--- config.mk ---
export PLATFORM = sky130hd
export DESIGN_NAME = oad_decoder
export DESIGN_NICKNAME = d
export VERILOG_FILES = /design/src/verilog/oad_pkg.sv /design/src/verilog/oad_decoder.sv /design/src/verilog/oad_regfile.sv
export VERILOG_INCLUDE_DIRS = /design/src /design/src/verilog
export SDC_FILE = /design/constraint.sdc
export NUM_CORES = 1
export LEC_CHECK = 0
export BUFFER_PORTS_ARGS = -buffer_cell sky130_fd_sc_hd__buf_4
export CAP_MARGIN = 40
export CORE_ASPECT_RATIO = 0.7
export CORE_MARGIN = 5
export CORE_UTILIZATION = 60
export CTS_CLUSTER_SIZE = 24
export DETAILED_ROUTE_END_ITERATION = 10
export HOLD_SLACK_MARGIN = 0.08
export MAX_ROUTING_LAYER = met4
export PLACE_DENSITY = 0.84
export SLEW_MARGIN = 5
export SYNTH_ARGS = -nofsm -noshare
export SYNTH_HDL_FRONTEND = slang
export SYNTH_SLANG_ARGS = --single-unit
--- constraint.sdc ---
create_clock -name clk -period 4.65 [get_ports clk]
set_input_delay 1.395 -clock clk [delete_from_list [all_inputs] [get_ports clk]]
set_output_delay 1.395 -clock clk [all_outputs]
set_load 0.03 [all_outputs]
--- src/verilog/oad_defines.svh ---
`ifndef OAD_DEFINES_SVH
`define OAD_DEFINES_SVH
`define OAD_MOD_NODISP   2'b00
`define OAD_MOD_DISP8    2'b01
`define OAD_MOD_DISP16   2'b10
`define OAD_MOD_REG      2'b11
`define OAD_RM_DIRECT    3'b110
`define OAD_LOCK_OP      8'hf0
`define OAD_SEGOV_MASK   8'he7
`define OAD_SEGOV_PAT    8'h26
`define OAD_SEG_LSB      3
`define OAD_EA_TIME_NS   40
`define OAD_CLK_NS       10
`define OAD_EA_CYCLES    ((`OAD_EA_TIME_NS + `OAD_CLK_NS - 1) / `OAD_CLK_NS)
`define OAD_LOCK_CYCLES  2
`define OAD_WORD_XFER    4
`define OAD_SEG_SHIFT    4
`endif

--- src/verilog/oad_pkg.sv ---
package oad_pkg;
	typedef enum logic [1:0] {
		OAD_SEG_EXTRA = 2'h0,
		OAD_SEG_CODE  = 2'h1,
		OAD_SEG_STACK = 2'h2,
		OAD_SEG_DATA  = 2'h3
	} oad_seg_e;
	typedef enum logic [2:0] {
		OAD_IDLE  = 3'h0,
		OAD_MODRM = 3'h1,
		OAD_DLO   = 3'h3,
		OAD_DHI   = 3'h2,
		OAD_CALC  = 3'h6,
		OAD_DONE  = 3'h7,
		OAD_LOCKW = 3'h5
	} oad_state_e;
endpackage

--- src/verilog/oad_decoder.sv ---
`timescale 1ns/100ps
`include "oad_defines.svh"
// Behaviour
// - mode 11 makes r/m a second register selector, no memory address.
// - mode 00 uses zero displacement, no displacement bytes, except direct.
// - mode 01 takes one byte, sign-extended to 16 bits.
// - mode 10 takes two bytes, later byte is the upper half.
// - r/m 000-011 add base/frame with source/destination index pairs.
// - r/m 100-111 add source, destination, frame pointer, base register.
// - mode 00 r/m 110 is a direct 16-bit address.
// - displacement bytes follow the second byte, before immediate data.
// - effective address calculation takes 4 clocks in every memory mode.
// - override prefix 001ss110 picks extra, code, stack, data segment.
// - register field picks word registers, or low then high bytes.
// - frame pointer addressing defaults to the stack segment.
// - string destinations always use extra segment, override ignored.
// - word operations add 4 clocks per memory transfer.
// - byte f0 is a 2-clock lock prefix locking the next instruction.
module oad_decoder
	import oad_pkg::*;
#(
	parameter int W  = 16,
	parameter int PA = 20
) (
	input  wire logic          clk,
	input  wire logic          rst_b,
	input  wire logic          byte_valid,
	input  wire logic [7:0]    byte_data,
	output logic               byte_ready,
	input  wire logic          op_start,
	input  wire logic          op_word,
	input  wire logic          op_string_dst,
	input  wire logic          op_mem_xfers,
	input  wire logic          reg_wr_en,
	input  wire logic [2:0]    reg_wr_sel,
	input  wire logic [W-1:0]  reg_wr_data,
	input  wire logic [W-1:0]  extra_segment,
	input  wire logic [W-1:0]  code_segment,
	input  wire logic [W-1:0]  stack_segment,
	input  wire logic [W-1:0]  data_segment,
	output logic               done,
	output logic               is_reg_operand,
	output logic [2:0]         reg_sel_r,
	output logic [2:0]         rm_reg_sel_r,
	output logic [W-1:0]       effective_address,
	output logic [PA-1:0]      phys_address,
	output logic [1:0]         seg_used,
	output logic [3:0]         extra_cycles,
	output logic               bus_lock,
	output logic               prefix_seen
);
	if (W != 16 || PA != 20) begin : g_bad_width
		$error("oad_decoder: unsupported widths");
	end
	localparam logic [2:0] EA_CNT   = 3'(`OAD_EA_CYCLES);
	localparam logic [2:0] LOCK_CNT = 3'(`OAD_LOCK_CYCLES);

	oad_state_e   st_r, st_nxt;
	logic [1:0]   mod_r, mod_nxt;
	logic [2:0]   rm_r, rm_nxt, reg_r, reg_nxt;
	logic [7:0]   dlo_r, dlo_nxt;
	logic [W-1:0] disp_r, disp_nxt;
	logic [2:0]   cnt_r, cnt_nxt;
	logic         ovr_r, ovr_nxt;
	logic [1:0]   ovs_r, ovs_nxt;
	logic         lock_r, lock_nxt;
	logic         lockarm_r, lockarm_nxt;
	logic [W-1:0] ea_r, ea_nxt;
	logic [PA-1:0] pa_r, pa_nxt;
	logic [1:0]   seg_r, seg_nxt;
	logic [3:0]   xc_r, xc_nxt;
	logic         word_r, word_nxt, sdst_r, sdst_nxt;
	logic         done_r, done_nxt;

	// the single regfile read port is sequenced: base operand then index operand
	logic [2:0]   rd_sel;
	logic [W-1:0] rd_data;
	logic [W-1:0] opa_r, opa_nxt;
	logic         two_reg, uses_frame;
	logic [W-1:0] seg_val;
	logic         take;

	oad_regfile #(.W(W)) u_regs (
		.clk     (clk),
		.wr_en   (reg_wr_en),
		.wr_sel  (reg_wr_sel),
		.wr_data (reg_wr_data),
		.rd_sel  (rd_sel),
		.rd_word (1'b1),
		.rd_data (rd_data)
	);

	assign take = byte_valid && byte_ready;
	assign two_reg = !rm_r[2];
	assign uses_frame = (two_reg && rm_r[1]) ||
		(rm_r == `OAD_RM_DIRECT && mod_r != `OAD_MOD_NODISP);

	always_comb begin
		byte_ready = (st_r == OAD_IDLE) || (st_r == OAD_MODRM) ||
			(st_r == OAD_DLO) || (st_r == OAD_DHI);
		// register codes: 3 base, 5 frame, 6 source, 7 destination
		rd_sel = 3'h3;
		case (rm_r)
			3'h0, 3'h1: rd_sel = (cnt_r == EA_CNT) ? 3'h3 : {2'h3, rm_r[0]};
			3'h2, 3'h3: rd_sel = (cnt_r == EA_CNT) ? 3'h5 : {2'h3, rm_r[0]};
			3'h4: rd_sel = 3'h6;
			3'h5: rd_sel = 3'h7;
			3'h6: rd_sel = 3'h5;
			3'h7: rd_sel = 3'h3;
			default: rd_sel = 3'h3;
		endcase
		case (seg_r)
			OAD_SEG_EXTRA: seg_val = extra_segment;
			OAD_SEG_CODE:  seg_val = code_segment;
			OAD_SEG_STACK: seg_val = stack_segment;
			default:       seg_val = data_segment;
		endcase
	end

	always_comb begin
		st_nxt = st_r;
		mod_nxt = mod_r;
		rm_nxt = rm_r;
		reg_nxt = reg_r;
		dlo_nxt = dlo_r;
		disp_nxt = disp_r;
		cnt_nxt = cnt_r;
		ovr_nxt = ovr_r;
		ovs_nxt = ovs_r;
		lock_nxt = lock_r;
		lockarm_nxt = lockarm_r;
		ea_nxt = ea_r;
		pa_nxt = pa_r;
		seg_nxt = seg_r;
		xc_nxt = xc_r;
		word_nxt = word_r;
		sdst_nxt = sdst_r;
		opa_nxt = opa_r;
		done_nxt = 1'b0;
		case (st_r)
			OAD_IDLE: begin
				if (take && byte_data == `OAD_LOCK_OP) begin
					lockarm_nxt = 1'b1;
					cnt_nxt = LOCK_CNT;
					st_nxt = OAD_LOCKW;
				end else if (take && (byte_data & `OAD_SEGOV_MASK) == `OAD_SEGOV_PAT) begin
					ovr_nxt = 1'b1;
					ovs_nxt = byte_data[`OAD_SEG_LSB +: 2];
				end else if (op_start) begin
					word_nxt = op_word;
					sdst_nxt = op_string_dst;
					xc_nxt = (op_word && op_mem_xfers) ? 4'(`OAD_WORD_XFER) : 4'h0;
					lock_nxt = lockarm_r;
					lockarm_nxt = 1'b0;
					st_nxt = OAD_MODRM;
				end
			end
			OAD_LOCKW: begin
				cnt_nxt = cnt_r - 3'h1;
				if (cnt_r == 3'h1) begin
					st_nxt = OAD_IDLE;
				end
			end
			OAD_MODRM: begin
				if (take) begin
					mod_nxt = byte_data[7:6];
					reg_nxt = byte_data[5:3];
					rm_nxt = byte_data[2:0];
					disp_nxt = '0;
					cnt_nxt = EA_CNT;
					if (byte_data[7:6] == `OAD_MOD_REG) begin
						// no address to form: one done pulse, prefixes released here
						st_nxt = OAD_IDLE;
						done_nxt = 1'b1;
						ovr_nxt = 1'b0;
						lock_nxt = 1'b0;
					end else if (byte_data[7:6] == `OAD_MOD_NODISP) begin
						st_nxt = (byte_data[2:0] == `OAD_RM_DIRECT) ? OAD_DLO : OAD_CALC;
					end else begin
						st_nxt = OAD_DLO;
					end
				end
			end
			OAD_DLO: begin
				if (take) begin
					dlo_nxt = byte_data;
					if (mod_r == `OAD_MOD_DISP8) begin
						disp_nxt = {{8{byte_data[7]}}, byte_data};
						st_nxt = OAD_CALC;
					end else begin
						st_nxt = OAD_DHI;
					end
				end
			end
			OAD_DHI: begin
				if (take) begin
					disp_nxt = {byte_data, dlo_r};
					st_nxt = OAD_CALC;
				end
			end
			OAD_CALC: begin
				// fixed 4 clocks regardless of mode
				cnt_nxt = cnt_r - 3'h1;
				if (cnt_r == EA_CNT - 3'h1) begin
					opa_nxt = rd_data;
				end
				if (cnt_r == 3'h1) begin
					if (mod_r == `OAD_MOD_NODISP && rm_r == `OAD_RM_DIRECT) begin
						ea_nxt = disp_r;
					end else if (two_reg) begin
						ea_nxt = W'(opa_r + rd_data + disp_r);
					end else begin
						ea_nxt = W'(opa_r + disp_r);
					end
					if (sdst_r) begin
						seg_nxt = OAD_SEG_EXTRA;
					end else if (ovr_r) begin
						seg_nxt = ovs_r;
					end else if (uses_frame) begin
						seg_nxt = OAD_SEG_STACK;
					end else begin
						seg_nxt = OAD_SEG_DATA;
					end
					st_nxt = OAD_DONE;
				end
			end
			OAD_DONE: begin
				pa_nxt = PA'({seg_val, {`OAD_SEG_SHIFT{1'b0}}}) + PA'(ea_r);
				done_nxt = 1'b1;
				ovr_nxt = 1'b0;
				lock_nxt = 1'b0;
				st_nxt = OAD_IDLE;
			end
			default: st_nxt = OAD_IDLE;
		endcase
	end

	always_ff @(posedge clk) begin
		if (!rst_b) begin
			st_r <= OAD_IDLE;
			mod_r <= 2'h0;
			rm_r <= 3'h0;
			reg_r <= 3'h0;
			dlo_r <= 8'h00;
			disp_r <= '0;
			cnt_r <= 3'h0;
			ovr_r <= 1'b0;
			ovs_r <= 2'h0;
			lock_r <= 1'b0;
			lockarm_r <= 1'b0;
			ea_r <= '0;
			pa_r <= '0;
			seg_r <= OAD_SEG_DATA;
			xc_r <= 4'h0;
			word_r <= 1'b0;
			sdst_r <= 1'b0;
			opa_r <= '0;
			done_r <= 1'b0;
		end else begin
			st_r <= st_nxt;
			mod_r <= mod_nxt;
			rm_r <= rm_nxt;
			reg_r <= reg_nxt;
			dlo_r <= dlo_nxt;
			disp_r <= disp_nxt;
			cnt_r <= cnt_nxt;
			ovr_r <= ovr_nxt;
			ovs_r <= ovs_nxt;
			lock_r <= lock_nxt;
			lockarm_r <= lockarm_nxt;
			ea_r <= ea_nxt;
			pa_r <= pa_nxt;
			seg_r <= seg_nxt;
			xc_r <= xc_nxt;
			word_r <= word_nxt;
			sdst_r <= sdst_nxt;
			opa_r <= opa_nxt;
			done_r <= done_nxt;
		end
	end

	assign done = done_r;
	assign is_reg_operand = (mod_r == `OAD_MOD_REG);
	assign reg_sel_r = reg_r;
	assign rm_reg_sel_r = rm_r;
	assign effective_address = ea_r;
	assign phys_address = pa_r;
	assign seg_used = seg_r;
	assign extra_cycles = xc_r;
	assign bus_lock = lock_r;
	assign prefix_seen = ovr_r;
endmodule

--- src/verilog/oad_regfile.sv ---
`timescale 1ns/100ps
// eight word registers; byte codes map to low/high halves
module oad_regfile #(
	parameter int W = 16
) (
	input  wire logic         clk,
	input  wire logic         wr_en,
	input  wire logic [2:0]   wr_sel,
	input  wire logic [W-1:0] wr_data,
	input  wire logic [2:0]   rd_sel,
	input  wire logic         rd_word,
	output logic [W-1:0]      rd_data
);
	if (W != 16) begin : g_bad_width
		$error("oad_regfile: width must be 16");
	end
	logic [W-1:0] mem [8];
	logic [W-1:0] word_v;
	always_ff @(posedge clk) begin
		if (wr_en) begin
			mem[wr_sel] <= wr_data;
		end
	end
	always_comb begin
		word_v = mem[{1'b0, rd_sel[1:0]}];
		if (rd_word) begin
			word_v = mem[rd_sel];
		end else if (rd_sel[2]) begin
			word_v = {8'h00, word_v[15:8]};
		end else begin
			word_v = {8'h00, word_v[7:0]};
		end
	end
	always_ff @(posedge clk) begin
		rd_data <= word_v;
	end
endmodule
==> Yosys cells after proc, flatten, opt, wreduce, memory -nomap -nowiden <==
Memories as Yosys holds them, arrays and structs flattened. A register that Yosys moved wholly into a read port is not among the register bits.
Index checks and enable logic that the tools add are counted.
{ "classes": {"reduce_logical": 37, "mux": 48, "bitwise_logic": 2, "addsub": 5, "n_eq_ne": 39} }
{ "ops": {"columns": ["op", "count"], "rows": [
  ["16-bit two-way mux", 6],
  ["16-bit one-hot mux with 3 select lines", 2],
  ["16-bit adder", 3],
  ["3-bit two-way mux", 16],
  ["3-bit one-hot mux with 6 select lines", 2],
  ["3-bit == test (second input constant)", 9],
  ["20-bit by 16-bit adder with 20-bit output", 1],
  ["2-bit inequality test (second input constant)", 9],
  ["3-bit by 2-bit == test with 1-bit output (second input constant)", 5],
  ["1-bit two-way mux", 15],
  ["5-bit AND reduction", 2],
  ["3-bit by 1-bit == test with 1-bit output (second input constant)", 3],
  ["3-bit one-hot mux with 3 select lines", 1],
  ["3-bit AND reduction", 3],
  ["3-bit nonzero test", 3],
  ["8-bit == test (second input constant)", 1],
  ["2-bit by 1-bit inequality test with 1-bit output (second input constant)", 4],
  ["2-bit AND reduction", 4],
  ["1-bit logical AND", 7],
  ["7-bit AND reduction", 1],
  ["2-bit == test (second input constant)", 3],
  ["6-bit by 4-bit == test with 1-bit output (second input constant)", 1],
  ["2-bit logical NOT", 3],
  ["3-bit logical NOT", 2],
  ["14 further kinds", 25]
]} }
{ "word_totals": {"output_inout_bits": 53, "ff_bits": 103, "n_memories": 1, "ramBits": 128, "input_bits": 99, "elab_cells": 150} }
{ "memory_table": {"columns": ["name", "depth", "word_bits", "read_ports", "rd_clocked_by_memory_dff", "write_ports", "line", "rtl"], "rows": [
  ["u_regs.mem", 8, 16, 1, 1, 1, "oad_regfile.sv:17", "logic [W-1:0] mem [8];"]
]} }

==> Longest topological paths before layout <==
Gate-level depths: netlist (run 1).
{ "depth": {"word_depth": 9, "ltp_mapped": 13, "depth_no_buf": 13} }

==> Hierarchy <==
A second synthesis (run 1) with hierarchy kept.
{ "hier_totals": {"hier_cells": 1159, "area_unflattened_um2": 12638.4} }
{ "by_module_without_submodules": {"columns": ["mod", "area_per_inst_um2", "n_inst", "cells_each"], "rows": [
  ["oad_decoder", 7146.9, 1, 879],
  ["oad_regfile", 5491.5, 1, 280]
]} }

==> Worst setup path after synthesis (run 1) <==
OpenSTA, ideal clock, no wires.
{ "synth_path": {"path_kind": "input to register", "start": "input data_segment[0]", "end": "register pa_r[16], in the netlist phys_address[16]", "t_arrival_ps": 3471, "required_ps": 4535, "path_slack_ps": 1064, "cell_stages": 10, "path_cell_list": "mux4_2 -> ha_1 -> fa_1 -> nand3_1 -> a32oi_1 -> a31oi_1 -> o21ai_0 -> xnor2_1 -> o21ai_0 -> and2_1"} }
{ "synth_between": {"elab_chain_cells": 2} }
{ "synth_lines": {"columns": ["element", "line", "rtl"], "rows": [
  ["from (decl)", "oad_decoder.sv:40", "input wire logic [W-1:0] data_segment,"],
  ["16-bit one-hot mux with 3 select lines", "oad_decoder.sv:112", "case (seg_r)"],
  ["20-bit by 16-bit adder with 20-bit output", "oad_decoder.sv:228", "pa_nxt = PA'({seg_val, {`OAD_SEG_SHIFT{1'b0}}}) + PA'(ea_r);"],
  ["to (signal assigned)", "oad_decoder.sv:272", "pa_r <= pa_nxt;"],
  ["to (decl)", "oad_decoder.sv:69", "logic [PA-1:0] pa_r, pa_nxt;"]
]} }
Every way passes these cells.
A chain may end at the register's enable or synchronous reset.

==> Worst setup path in the final report (run 1) <==
Same ends and word-level chain as after synthesis.

==> results of run 1 <==
## how the worst min path moves through the flow
stage	startpoint	endpoint	slack (ns)	depth (start not counted)
finish	u_regs.mem[6][1]$_DFFE_PP_	u_regs.rd_data[1]$_DFF_P_	0.45	2
global route	u_regs.mem[6][14]$_DFFE_PP_	u_regs.rd_data[14]$_DFF_P_	0.47	2
CTS	u_regs.mem[6][1]$_DFFE_PP_	u_regs.rd_data[1]$_DFF_P_	0.45	2
detailed placement	u_regs.mem[6][1]$_DFFE_PP_	u_regs.rd_data[1]$_DFF_P_	0.43	2
global placement	u_regs.mem[6][6]$_DFFE_PP_	u_regs.rd_data[6]$_DFF_P_	0.42	2
floorplan	u_regs.mem[6][0]$_DFFE_PP_	u_regs.rd_data[0]$_DFF_P_	0.42	2
## cell type report
type / instances / area share
Multi-Input combinational cell: 772 / 0.4517
Sequential cell: 180 / 0.3596
Clock buffer: 18 / 0.03721
Tap cell: 225 / 0.02385
Inverter: 23 / 0.007315
Clock inverter: 14 / 0.01410
Timing Repair Buffer: 162 / 0.1062
## per-layer routing
| metal | routed length [um] | part of all wire | vias up |
|---|---|---|---|
| li1 | - | - | 3957 |
| met1 | 11480 | 0.47 | 3885 |
| met2 | 11110 | 0.45 | 296 |
| met3 | 1699 | 0.069 | 22 |
| met4 | 282 | 0.011 | 0 |
| met5 | 0 | 0 | - |
## power by group
part           switching, mW  total [mW]  internal, mW
registers              0.145        1.90          1.76
logic                  0.768        1.31         0.540
clock network          0.635        1.46         0.823
## flip-flops by register name (all words and copies together), names as in the netlist
signal,count
prefix_seen,1
bus_lock,1
cnt_r,3
mod_r,2
disp_r,16
rm_reg_sel_r,3
phys_address,20
u_regs.rd_data,16
seg_used,2
lockarm_r,1
u_regs.mem,64
st_r,3
ovs_r,2
effective_address,16
sdst_r,1
opa_r,16
reg_sel_r,3
done,1
dlo_r,8
extra_cycles,1
## critical path: stages
cell and delay (ns):
sky130_fd_sc_hd__buf_4 0.10, sky130_fd_sc_hd__mux4_2 0.46, sky130_fd_sc_hd__ha_1 0.24, sky130_fd_sc_hd__fa_1 0.45, sky130_fd_sc_hd__nand3_1 0.14, sky130_fd_sc_hd__a32oi_1 0.18
sky130_fd_sc_hd__a31oi_1 0.28, sky130_fd_sc_hd__o21ai_0 0.19, sky130_fd_sc_hd__xnor2_1 0.15, sky130_fd_sc_hd__o21ai_0 0.08, sky130_fd_sc_hd__and2_1 0.16
## cell usage in the layout, fill, tap and decap left out, types with 6 or more instances in the layout
cell type / instances
sky130_fd_sc_hd__buf_4: 157
sky130_fd_sc_hd__nand2_1: 156
sky130_fd_sc_hd__dfxtp_1: 116
sky130_fd_sc_hd__o21ai_0: 78
sky130_fd_sc_hd__a21oi_1: 71
sky130_fd_sc_hd__edfxtp_1: 64
sky130_fd_sc_hd__nor2_1: 57
sky130_fd_sc_hd__a21boi_0: 48
sky130_fd_sc_hd__ha_1: 46
sky130_fd_sc_hd__mux2i_1: 29
sky130_fd_sc_hd__inv_1: 23
sky130_fd_sc_hd__xnor2_1: 21
sky130_fd_sc_hd__nor2b_1: 20
sky130_fd_sc_hd__and2_1: 19
sky130_fd_sc_hd__nand3_1: 18
sky130_fd_sc_hd__fa_1: 18
sky130_fd_sc_hd__nor3_1: 17
sky130_fd_sc_hd__clkbuf_16: 17
sky130_fd_sc_hd__mux4_2: 16
sky130_fd_sc_hd__nand2b_1: 15
sky130_fd_sc_hd__xor2_1: 15
sky130_fd_sc_hd__o211ai_1: 12
sky130_fd_sc_hd__a211oi_1: 10
sky130_fd_sc_hd__a21o_1: 9
sky130_fd_sc_hd__nand4_1: 8
sky130_fd_sc_hd__a31oi_1: 7
sky130_fd_sc_hd__nand3b_1: 6
sky130_fd_sc_hd__and3_1: 6
sky130_fd_sc_hd__o221ai_1: 6
sky130_fd_sc_hd__o21a_1: 6
## synth_stat cells (3+ instances only)
cell,number
sky130_fd_sc_hd__nand3b_1,6
sky130_fd_sc_hd__mux4_2,16
sky130_fd_sc_hd__nor4_1,3
sky130_fd_sc_hd__nand2b_1,15
sky130_fd_sc_hd__inv_1,23
sky130_fd_sc_hd__nor3_1,17
sky130_fd_sc_hd__a211o_1,3
sky130_fd_sc_hd__o311ai_0,3
sky130_fd_sc_hd__nor2b_1,20
sky130_fd_sc_hd__buf_4,5
sky130_fd_sc_hd__o21a_1,6
sky130_fd_sc_hd__clkbuf_1,41
sky130_fd_sc_hd__xor2_1,15
sky130_fd_sc_hd__dfxtp_1,116
sky130_fd_sc_hd__a21boi_0,48
sky130_fd_sc_hd__nand2_1,156
sky130_fd_sc_hd__and3_1,6
sky130_fd_sc_hd__a211oi_1,10
sky130_fd_sc_hd__and2_1,19
sky130_fd_sc_hd__nand3_1,18
sky130_fd_sc_hd__a21o_1,9
sky130_fd_sc_hd__a32oi_1,3
sky130_fd_sc_hd__nor2_1,61
sky130_fd_sc_hd__o21ai_0,78
sky130_fd_sc_hd__fa_1,18
sky130_fd_sc_hd__nand4_1,8
sky130_fd_sc_hd__xnor2_1,21
sky130_fd_sc_hd__o21bai_1,3
sky130_fd_sc_hd__o211ai_1,12
sky130_fd_sc_hd__buf_2,8
sky130_fd_sc_hd__o221ai_1,6
sky130_fd_sc_hd__a31oi_1,7
sky130_fd_sc_hd__mux2i_1,29
sky130_fd_sc_hd__edfxtp_1,64
sky130_fd_sc_hd__ha_1,46
sky130_fd_sc_hd__a21oi_1,71
## cells by family after synthesis
logic type	Yosys count
compound gates	283
fa+ha+maj	64
xor+xnor	36
other cells	1
buf+inv	79
flops	180
mux	45
simple gates	341
==> results.json, run 1 <==
{
  "run_status": "finished, final reports clean",
  "port_buf_inserts": 148,
  "synth_sequential_area_ratio": 0.4297,
  "global_route_wire_length_before_repair_um": 39920,
  "finalCritPeriodShare": 0.7518,
  "detailedRoute.firstPassIterationCount": 5,
  "post-synth-top-area-fraction": 0.2351,
  "crit_end": "phys_address[16]$_SDFFE_PN0N_",
  "worst_pin_slew_ns": 0.8160,
  "worstPathArrival_ns": 3.83,
  "worstSetupStartpoint": "data_segment[0]",
  "post_synth_xor_area_fraction": 0.03193,
  "power_density_nw_per_um2": 395.6,
  "cts_tree": "done",
  "num_antenna_cells": 0,
  "final.setup.tns_ns": 0,
  "use_met1": 0.3808,
  "dp_hpwl_um": 18520,
  "dpl.cell_count": 1362,
  "dr_vias": 8160,
  "p_total_mw": 4.669,
  "path_clk_slew_ns": 0.07,
  "crit_fanout": 3,
  "critical_path_class": "in2reg",
  "holdCritPathClass": "reg2reg",
  "cts-buffers-inserted": 17,
  "regToRegSetupSlack_ns": 1.41,
  "pre_cts_slack_ns": 0.7318,
  "cp.required_ns": 4.98,
  "grt_max_degree": 58,
  "worst-r2r-cell-count": 10,
  "cts_root_buf": "sky130_fd_sc_hd__clkbuf_16",
  "dominant_combinational_cell_family_by_area_after_synthesis": "compound AO/OA/AOI/OAI gates",
  "setup_ws_ns": 1.154,
  "die_height_um": 117.3,
  "via_per_inst": 5.854,
  "hold-worst-slack_ns": 0.4484,
  "post_synth_main_area_contributors": "sky130_fd_sc_hd__dfxtp_1, sky130_fd_sc_hd__edfxtp_1, sky130_fd_sc_hd__nand2_1, sky130_fd_sc_hd__ha_1, sky130_fd_sc_hd__o21ai_0",
  "fmax_mhz": 286.1,
  "start_util": 0.6078,
  "synth-compound-area-share": 0.1832,
  "number_of_distinct_library_cells_after_synthesis": 68,
  "max_cap_violations": 0,
  "r2r-start": "seg_used[1]$_SDFFE_PN1P_",
  "track_usage": 0.2644,
  "worst_rel_slew_slack": 0.4552,
  "detailedRoute.firstIterationViolations": 731,
  "grt_util_met3": 0.04243,
  "htree_num_levels": 4,
  "yosys_most_used_dff": "sky130_fd_sc_hd__dfxtp_1",
  "power.leakage_nw": 4.824,
  "floorplan.die.width_um": 163.3,
  "grt_setup_unrepaired": "false",
  "global_routing_met2_resource_utilization": 0.3946,
  "cts.path.max_buffers": 2,
  "instances_no_fill": 1394,
  "setup.worst_path.start_class": "input pin",
  "setup_viol": 0,
  "gr-max-usage-layer": "met2",
  "postSynthCellCount": 1029,
  "gp_congestion": 0.9492,
  "worst_r2r_endpoint": "phys_address[16]$_SDFFE_PN0N_",
  "cts_sinks": 180,
  "synth_adder_area_share": 0.09477,
  "multiInputGateArea_sq_um": 5331,
  "worstSetupEndpointType": "register",
  "synth_simple_gate_area_share": 0.1610,
  "drv_slew": 0,
  "wire_length_after_detailed_routing_um": 24570,
  "grt_pass1_vias": 7876,
  "synth-seq-cells": 180,
  "area_delta_synth_final_pct": 19.51,
  "seqCellArea_sq_um": 4244,
  "gr-total-overflow": 0,
  "antenna_left": 0,
  "grt_antenna_before_repair": 0,
  "post_cts.repair.setup_buffers": 0,
  "synthesis.area_sq_um": 9876,
  "design.final.nets": 1319,
  "placedInstanceArea_sq_um": 11200,
  "avg_inst_size_synth_sq_um": 9.597,
  "post-route-min-period_ns": 3.496,
  "synth_largest_area_cell": "sky130_fd_sc_hd__dfxtp_1",
  "cts_resized": 0,
  "stdcell_area_sq_um": 11800,
  "clock_latency_on_the_worst_skew_pair_ns": 0.43,
  "synth_async_sr_flop_share": 0,
  "muxShareOfSynthArea": 0.06588,
  "synth_edf_count": 64,
  "warnings_synthesis": 0,
  "route.detailed.drc": 0,
  "hold_viol": 0,
  "floorplan.rows": 39,
  "die_area_sq_um": 19170,
  "peakVddDrop_mv": 0.3391,
  "finalCoreUtilization": 0.7263,
  "cts.hold.buffers_added": 0,
  "fin_skew_ns": 0.01385,
  "boundaryPins": 152,
  "floorplan.core_area_sq_um": 16250,
  "routed_wire_length_per_instance_um": 17.62,
  "final_layout_size_suffix_gt1_frac": 0.1942,
  "fill_cells": 1218
}
No activity file was read; power rests on OpenSTA's default activity.
==> run 2, diff against run 1 <==
Settings changed: CORE_UTILIZATION 60 to 51, PLACE_DENSITY 0.84 to 0.76.
Clock period 4.65 ns to 2.97 ns, I/O delays scaled along.
==> results.json, run 2 (synthesis gave the netlist of run 1 again) <==
{
  "grt_antenna_before_repair": 0,
  "p_total_mw": 7.408,
  "routed_wire_length_per_instance_um": 17.52,
  "most_frequent_standard_cell_in_the_layout_excluding_fill_and_tap_cells": "sky130_fd_sc_hd__buf_4",
  "htree_num_levels": 4,
  "cts.hold.buffers_added": 0,
  "worstPathArrival_ns": 3.24,
  "max_cap_violations": 0,
  "global_route_wire_length_before_repair_um": 41720,
  "wire_length_after_detailed_routing_um": 25880,
  "cpMaxStageDelayCell": "sky130_fd_sc_hd__mux4_2",
  "floorplan.die.width_um": 176.3,
  "post-route-min-period_ns": 2.910,
  "cts-buffers-inserted": 17,
  "critical_path.n_buffers_inverters": 1,
  "fill_cells": 1531,
  "via_per_inst": 5.670,
  "finalCritPeriodShare": 0.9799,
  "track_usage": 0.2394,
  "die_height_um": 126.4,
  "power_density_nw_per_um2": 606.0,
  "timing.critical_path.max_delay_family": "compound AO/OA/AOI/OAI gates",
  "design.final.nets": 1363,
  "cts_tree": "done",
  "fmax_mhz": 343.6,
  "boundaryPins": 152,
  "start_util": 0.5206,
  "setup.worst_path.start_class": "register",
  "final_layout_size_suffix_gt1_frac": 0.2284,
  "cts.path.max_buffers": 2,
  "hold_viol": 0,
  "gr-total-overflow": 0,
  "holdCritPathClass": "reg2reg",
  "cp.required_ns": 3.30,
  "critical_path_class": "reg2reg",
  "peakVddDrop_mv": 0.3905,
  "worst_rel_slew_slack": 0.5575,
  "cts_sinks": 180,
  "post_cts.repair.setup_buffers": 0,
  "placedInstanceArea_sq_um": 11570,
  "grt_setup_unrepaired": "true",
  "dp_hpwl_um": 19710,
  "path_clk_slew_ns": 0.07,
  "grt_max_degree": 65,
  "crit_path_max_incr_delay_ns": 0.52,
  "cts_root_buf": "sky130_fd_sc_hd__clkbuf_16",
  "fin_skew_ns": 0.01441,
  "worstPathCellList": "buf_12 -> mux4_2 -> ha_1 -> a211oi_2 -> o21ai_0 -> a21oi_1 -> nand2_1 -> a2111oi_0 -> and4b_1",
  "route.detailed.drc": 0,
  "setup_viol": 0,
  "grt_pass1_vias": 8053,
  "crit_fanout": 10,
  "num_antenna_cells": 0,
  "largest_register_ff_count": 64,
  "detailedRoute.firstIterationViolations": 602,
  "die_area_sq_um": 22290,
  "pre_cts_slack_ns": -0.3102,
  "detailedRoute.firstPassIterationCount": 5,
  "worstSetupEndpointType": "register",
  "setup_ws_ns": 0.05966,
  "clock_latency_on_the_worst_skew_pair_ns": 0.43,
  "finalCoreUtilization": 0.6444,
  "most_frequent_cells_in_the_layout": "sky130_fd_sc_hd__buf_4, sky130_fd_sc_hd__nand2_1, sky130_fd_sc_hd__dfxtp_1, sky130_fd_sc_hd__o21ai_0, sky130_fd_sc_hd__a21oi_1",
  "run_status": "finished, final reports clean",
  "dr_vias": 8374,
  "floorplan.core_area_sq_um": 18970,
  "power.leakage_nw": 5.042,
  "antenna_left": 0,
  "area_delta_synth_final_pct": 23.79,
  "port_buf_inserts": 148,
  "largest-register": "u_regs.mem",
  "drv_slew": 0,
  "hold-worst-slack_ns": 0.4494,
  "gp_congestion": 0.9327,
  "stdcell_area_sq_um": 12230,
  "worst_pin_slew_ns": 0.6587,
  "floorplan.rows": 42
}
run 2: cell count changes in the layout (fill, tap and decap cells not counted), moves of 2 or more:
cell,delta
sky130_fd_sc_hd__o21ai_1,+3
sky130_fd_sc_hd__buf_4,+47
sky130_fd_sc_hd__fa_1,-2
sky130_fd_sc_hd__buf_8,-5
sky130_fd_sc_hd__a211oi_1,-3
sky130_fd_sc_hd__a211oi_2,+3
sky130_fd_sc_hd__inv_6,-3
sky130_fd_sc_hd__nor2_1,+4
sky130_fd_sc_hd__buf_12,+2
sky130_fd_sc_hd__o21ai_0,-3
sky130_fd_sc_hd__fa_2,+2
sky130_fd_sc_hd__nor2_2,-4
run 2: layout make-up:
cell class	count	area, sq um	share of cell area
clock buffers	18	429.2	0.03510
clock inverters	14	176.4	0.01443
inverters	23	86.33	0.007062
multi-input cells	772	5384	0.4404
flip-flops and latches	180	4248	0.3475
well taps	264	330.3	0.02702
repair buffers	206	1572	0.1285
run 2: worst reg2reg max path: stages (launching register included):
cell and delay, ns:
sky130_fd_sc_hd__dfxtp_4 0.41, sky130_fd_sc_hd__buf_12 0.16, sky130_fd_sc_hd__mux4_2 0.53, sky130_fd_sc_hd__ha_1 0.34, sky130_fd_sc_hd__a211oi_2 0.22, sky130_fd_sc_hd__o21ai_0 0.14
sky130_fd_sc_hd__a21oi_1 0.19, sky130_fd_sc_hd__nand2_1 0.10, sky130_fd_sc_hd__a2111oi_0 0.47, sky130_fd_sc_hd__and4b_1 0.24
run 2: report_power, final:
group	switching [mW]	leakage [nW]	total, mW	internal [mW]
sequential	0.178	1.52	2.93	2.75
combinational	1.27	3.23	2.17	0.898
clock	0.977	0.283	2.31	1.33
run 2: final timing paths:
kind                              start  depth (start not counted)                            end  slack [ns]
min          u_regs.mem[6][6]$_DFFE_PP_                          2      u_regs.rd_data[6]$_DFF_P_        0.45
min reg2reg  u_regs.mem[6][6]$_DFFE_PP_                          2      u_regs.rd_data[6]$_DFF_P_        0.45
max            seg_used[0]$_SDFFE_PN1P_                          9  phys_address[17]$_SDFFE_PN0N_        0.06
max reg2reg    seg_used[0]$_SDFFE_PN1P_                          9  phys_address[17]$_SDFFE_PN0N_        0.06
run 2: layer usage:
metal	wire length, um	track usage
met4	350	0.05316
met5	0	-
met3	2078	0.05800
met2	11270	0.3400
met1	12190	0.3482
run 2: through the flow:
step | setup TNS (ns) | std cells
finish | 0 | 1477
global route | -0.008060 | 1477
CTS | 0 | 1477
detailed placement | -1.778 | 1445
global placement | -1.342 | 1445
floorplan | 0 | 1031
run 2: what timing repair did:
| item | CTS | global route |
|---|---|---|
| endpoints found under the setup margin | 0 | 9 |
| hold endpoints to repair | 0 | 0 |
| resized for setup | 0 | 11 |
==> run 3, diff against run 2 <==
Settings changed: ABC_AREA set to 1, CORE_UTILIZATION 51 to 52.
==> results.json, run 3 <==
{
  "synth_largest_area_cell": "sky130_fd_sc_hd__edfxtp_1",
  "largest_register_ff_count": 80,
  "cts.path.max_buffers": 2,
  "synth_sequential_area_ratio": 0.4207,
  "floorplan.rows": 45,
  "critical_path.n_buffers_inverters": 4,
  "track_usage": 0.2542,
  "cp.required_ns": 3.32,
  "design.final.nets": 1778,
  "wire_length_after_detailed_routing_um": 30600,
  "pre_cts_slack_ns": -0.06740,
  "num_antenna_cells": 0,
  "routed_wire_length_per_instance_um": 16.02,
  "boundaryPins": 152,
  "cts_root_buf": "sky130_fd_sc_hd__clkbuf_16",
  "floorplan.die.width_um": 185.6,
  "worstPathArrival_ns": 3.04,
  "cts_tree": "done",
  "warnings_synthesis": 0,
  "setup_viol": 0,
  "synth_async_sr_flop_share": 0,
  "final.setup.tns_ns": 0,
  "postSynthCellCount": 1473,
  "synthesis.area_sq_um": 11230,
  "cts-buffers-inserted": 17,
  "dr_vias": 10244,
  "timing.critical_path.max_delay_family": "adder cells",
  "crit_fanout": 4,
  "most_frequent_standard_cell_in_the_layout_excluding_fill_and_tap_cells": "sky130_fd_sc_hd__nand2_1",
  "worstPathCellList": "inv_1 -> fa_1 -> inv_1 -> ha_1 -> inv_1 -> fa_1 -> inv_1 -> nand2_1 -> nand3_1 -> nand2_1 -> nand3_1 -> nand3_1 -> nand3_1 -> nand2_1 -> a21oi_1",
  "start_util": 0.5235,
  "clock_latency_on_the_worst_skew_pair_ns": 0.44,
  "route.detailed.drc": 0,
  "post_synth_main_area_contributors": "sky130_fd_sc_hd__edfxtp_1, sky130_fd_sc_hd__dfxtp_1, sky130_fd_sc_hd__nand2_1, sky130_fd_sc_hd__o21ai_0, sky130_fd_sc_hd__inv_1",
  "grt_antenna_before_repair": 0,
  "post-synth-top-area-fraction": 0.2139,
  "placedInstanceArea_sq_um": 12650,
  "setup_ws_ns": 0.2852,
  "post-route-min-period_ns": 2.685,
  "floorplan.core_area_sq_um": 21450,
  "max_cap_violations": 0,
  "worstSetupEndpointType": "register",
  "stdcell_area_sq_um": 13250,
  "detailedRoute.firstIterationViolations": 956,
  "cpMaxStageDelayCell": "sky130_fd_sc_hd__fa_1",
  "most_frequent_cells_in_the_layout": "sky130_fd_sc_hd__nand2_1, sky130_fd_sc_hd__buf_4, sky130_fd_sc_hd__inv_1, sky130_fd_sc_hd__nor2_1, sky130_fd_sc_hd__o21ai_0",
  "yosys_most_used_dff": "sky130_fd_sc_hd__dfxtp_1",
  "number_of_distinct_library_cells_after_synthesis": 42,
  "gp_congestion": 0.9791,
  "area_delta_synth_final_pct": 17.97,
  "htree_num_levels": 4,
  "die_height_um": 133.0,
  "grt_max_degree": 66,
  "path_clk_slew_ns": 0.08,
  "via_per_inst": 5.363,
  "cts_sinks": 196,
  "crit_path_max_incr_delay_ns": 0.42,
  "global_route_wire_length_before_repair_um": 48620,
  "hold_viol": 0,
  "antenna_left": 0,
  "synth-seq-cells": 196,
  "setup.worst_path.start_class": "register",
  "worst_rel_slew_slack": 0.4130,
  "port_buf_inserts": 148,
  "drv_slew": 0,
  "grt_setup_unrepaired": "false",
  "power.leakage_nw": 6.066,
  "largest-register": "u_regs.mem",
  "critical_path_class": "reg2reg",
  "power_density_nw_per_um2": 718.0,
  "post_cts.repair.setup_buffers": 0,
  "peakVddDrop_mv": 0.4866,
  "synth_edf_count": 80,
  "gr-total-overflow": 0,
  "worst_pin_slew_ns": 0.8773,
  "grt_pass1_vias": 9404,
  "die_area_sq_um": 24680,
  "detailedRoute.firstPassIterationCount": 5,
  "hold-worst-slack_ns": 0.4556,
  "holdCritPathClass": "reg2reg",
  "dp_hpwl_um": 23100,
  "final_layout_size_suffix_gt1_frac": 0.1536,
  "synth.top_cells.by_count": "sky130_fd_sc_hd__nand2_1, sky130_fd_sc_hd__inv_1, sky130_fd_sc_hd__nor2_1",
  "fmax_mhz": 372.5,
  "run_status": "finished, final reports clean",
  "fin_skew_ns": 0.01222,
  "finalCritPeriodShare": 0.9040,
  "post-synth-top-count-cell": "sky130_fd_sc_hd__nand2_1",
  "avg_inst_size_synth_sq_um": 7.624
}
==> run 3: layout make-up <==
class / instances / area (sq um)
Fill cell: 1876 / 8204
Multi-Input combinational cell: 1031 / 5500
Sequential cell: 196 / 4726
Timing Repair Buffer: 181 / 1371
Inverter: 188 / 705.7
Clock buffer: 17 / 425.4
Tap cell: 282 / 352.8
Clock inverter: 15 / 166.4
==> run 3: tightest hold or removal path, stage by stage, from the launching register on <==
cell and delay [ns]:
sky130_fd_sc_hd__dfxtp_1 0.31, sky130_fd_sc_hd__inv_1 0.05, sky130_fd_sc_hd__a21oi_1 0.05
==> run 3: cell families after synthesis <==
kind of cell    share of synthesized area
other cells                     0.0003339
buf+inv                           0.09047
fa+ha+maj                         0.08334
simple gates                       0.2438
compound gates                     0.1496
xor+xnor                          0.01170
flops                              0.4207
==> run 3: stage by stage <==
stage	std cells	total power, mW	util
2_1_floorplan	1475	6.110	-
3_3_place_gp	1878	7.111	0.5899
3_5_place_dp	1878	7.209	0.5899
4_1_cts	1910	9.489	0.6175
5_1_grt	1910	10.21	0.6176
6_report	1910	9.512	0.6176
==> run 3: worst paths after layout <==
kind | startpoint | end | slack, ns | depth (start not counted)
min reg2reg | ovs_r[1]$_SDFFE_PN0P_ | ovs_r[1]$_SDFFE_PN0P_ | 0.46 | 2
min | ovs_r[1]$_SDFFE_PN0P_ | ovs_r[1]$_SDFFE_PN0P_ | 0.46 | 2
max reg2reg | u_regs.rd_data[0]$_DFF_P_ | effective_address[15]$_SDFFE_PN0P_ | 0.29 | 15
max | u_regs.rd_data[0]$_DFF_P_ | effective_address[15]$_SDFFE_PN0P_ | 0.29 | 15
==> run 3: report_power, final <==
group	leakage, nW	internal (mW)	switching [mW]
clock	0.290	1.14	1.15
sequential	1.67	3.10	0.321
combinational	4.10	1.35	2.44
==> run 3: timing repair <==
item / in CTS / in global routing
endpoints found under the setup margin: 0 / 2
hold buffers: 0 / 0
gates resized for setup: 0 / 1
==> run 3: metal layers <==
layer  global-route usage  part of all wire  vias to the layer above
li1                     -                 -                     5147
met1               0.3686              0.47                     4659
met2               0.3590              0.42                      406
met3              0.06650             0.098                       32
met4              0.05542             0.014                        0
met5                    -                 0                        -
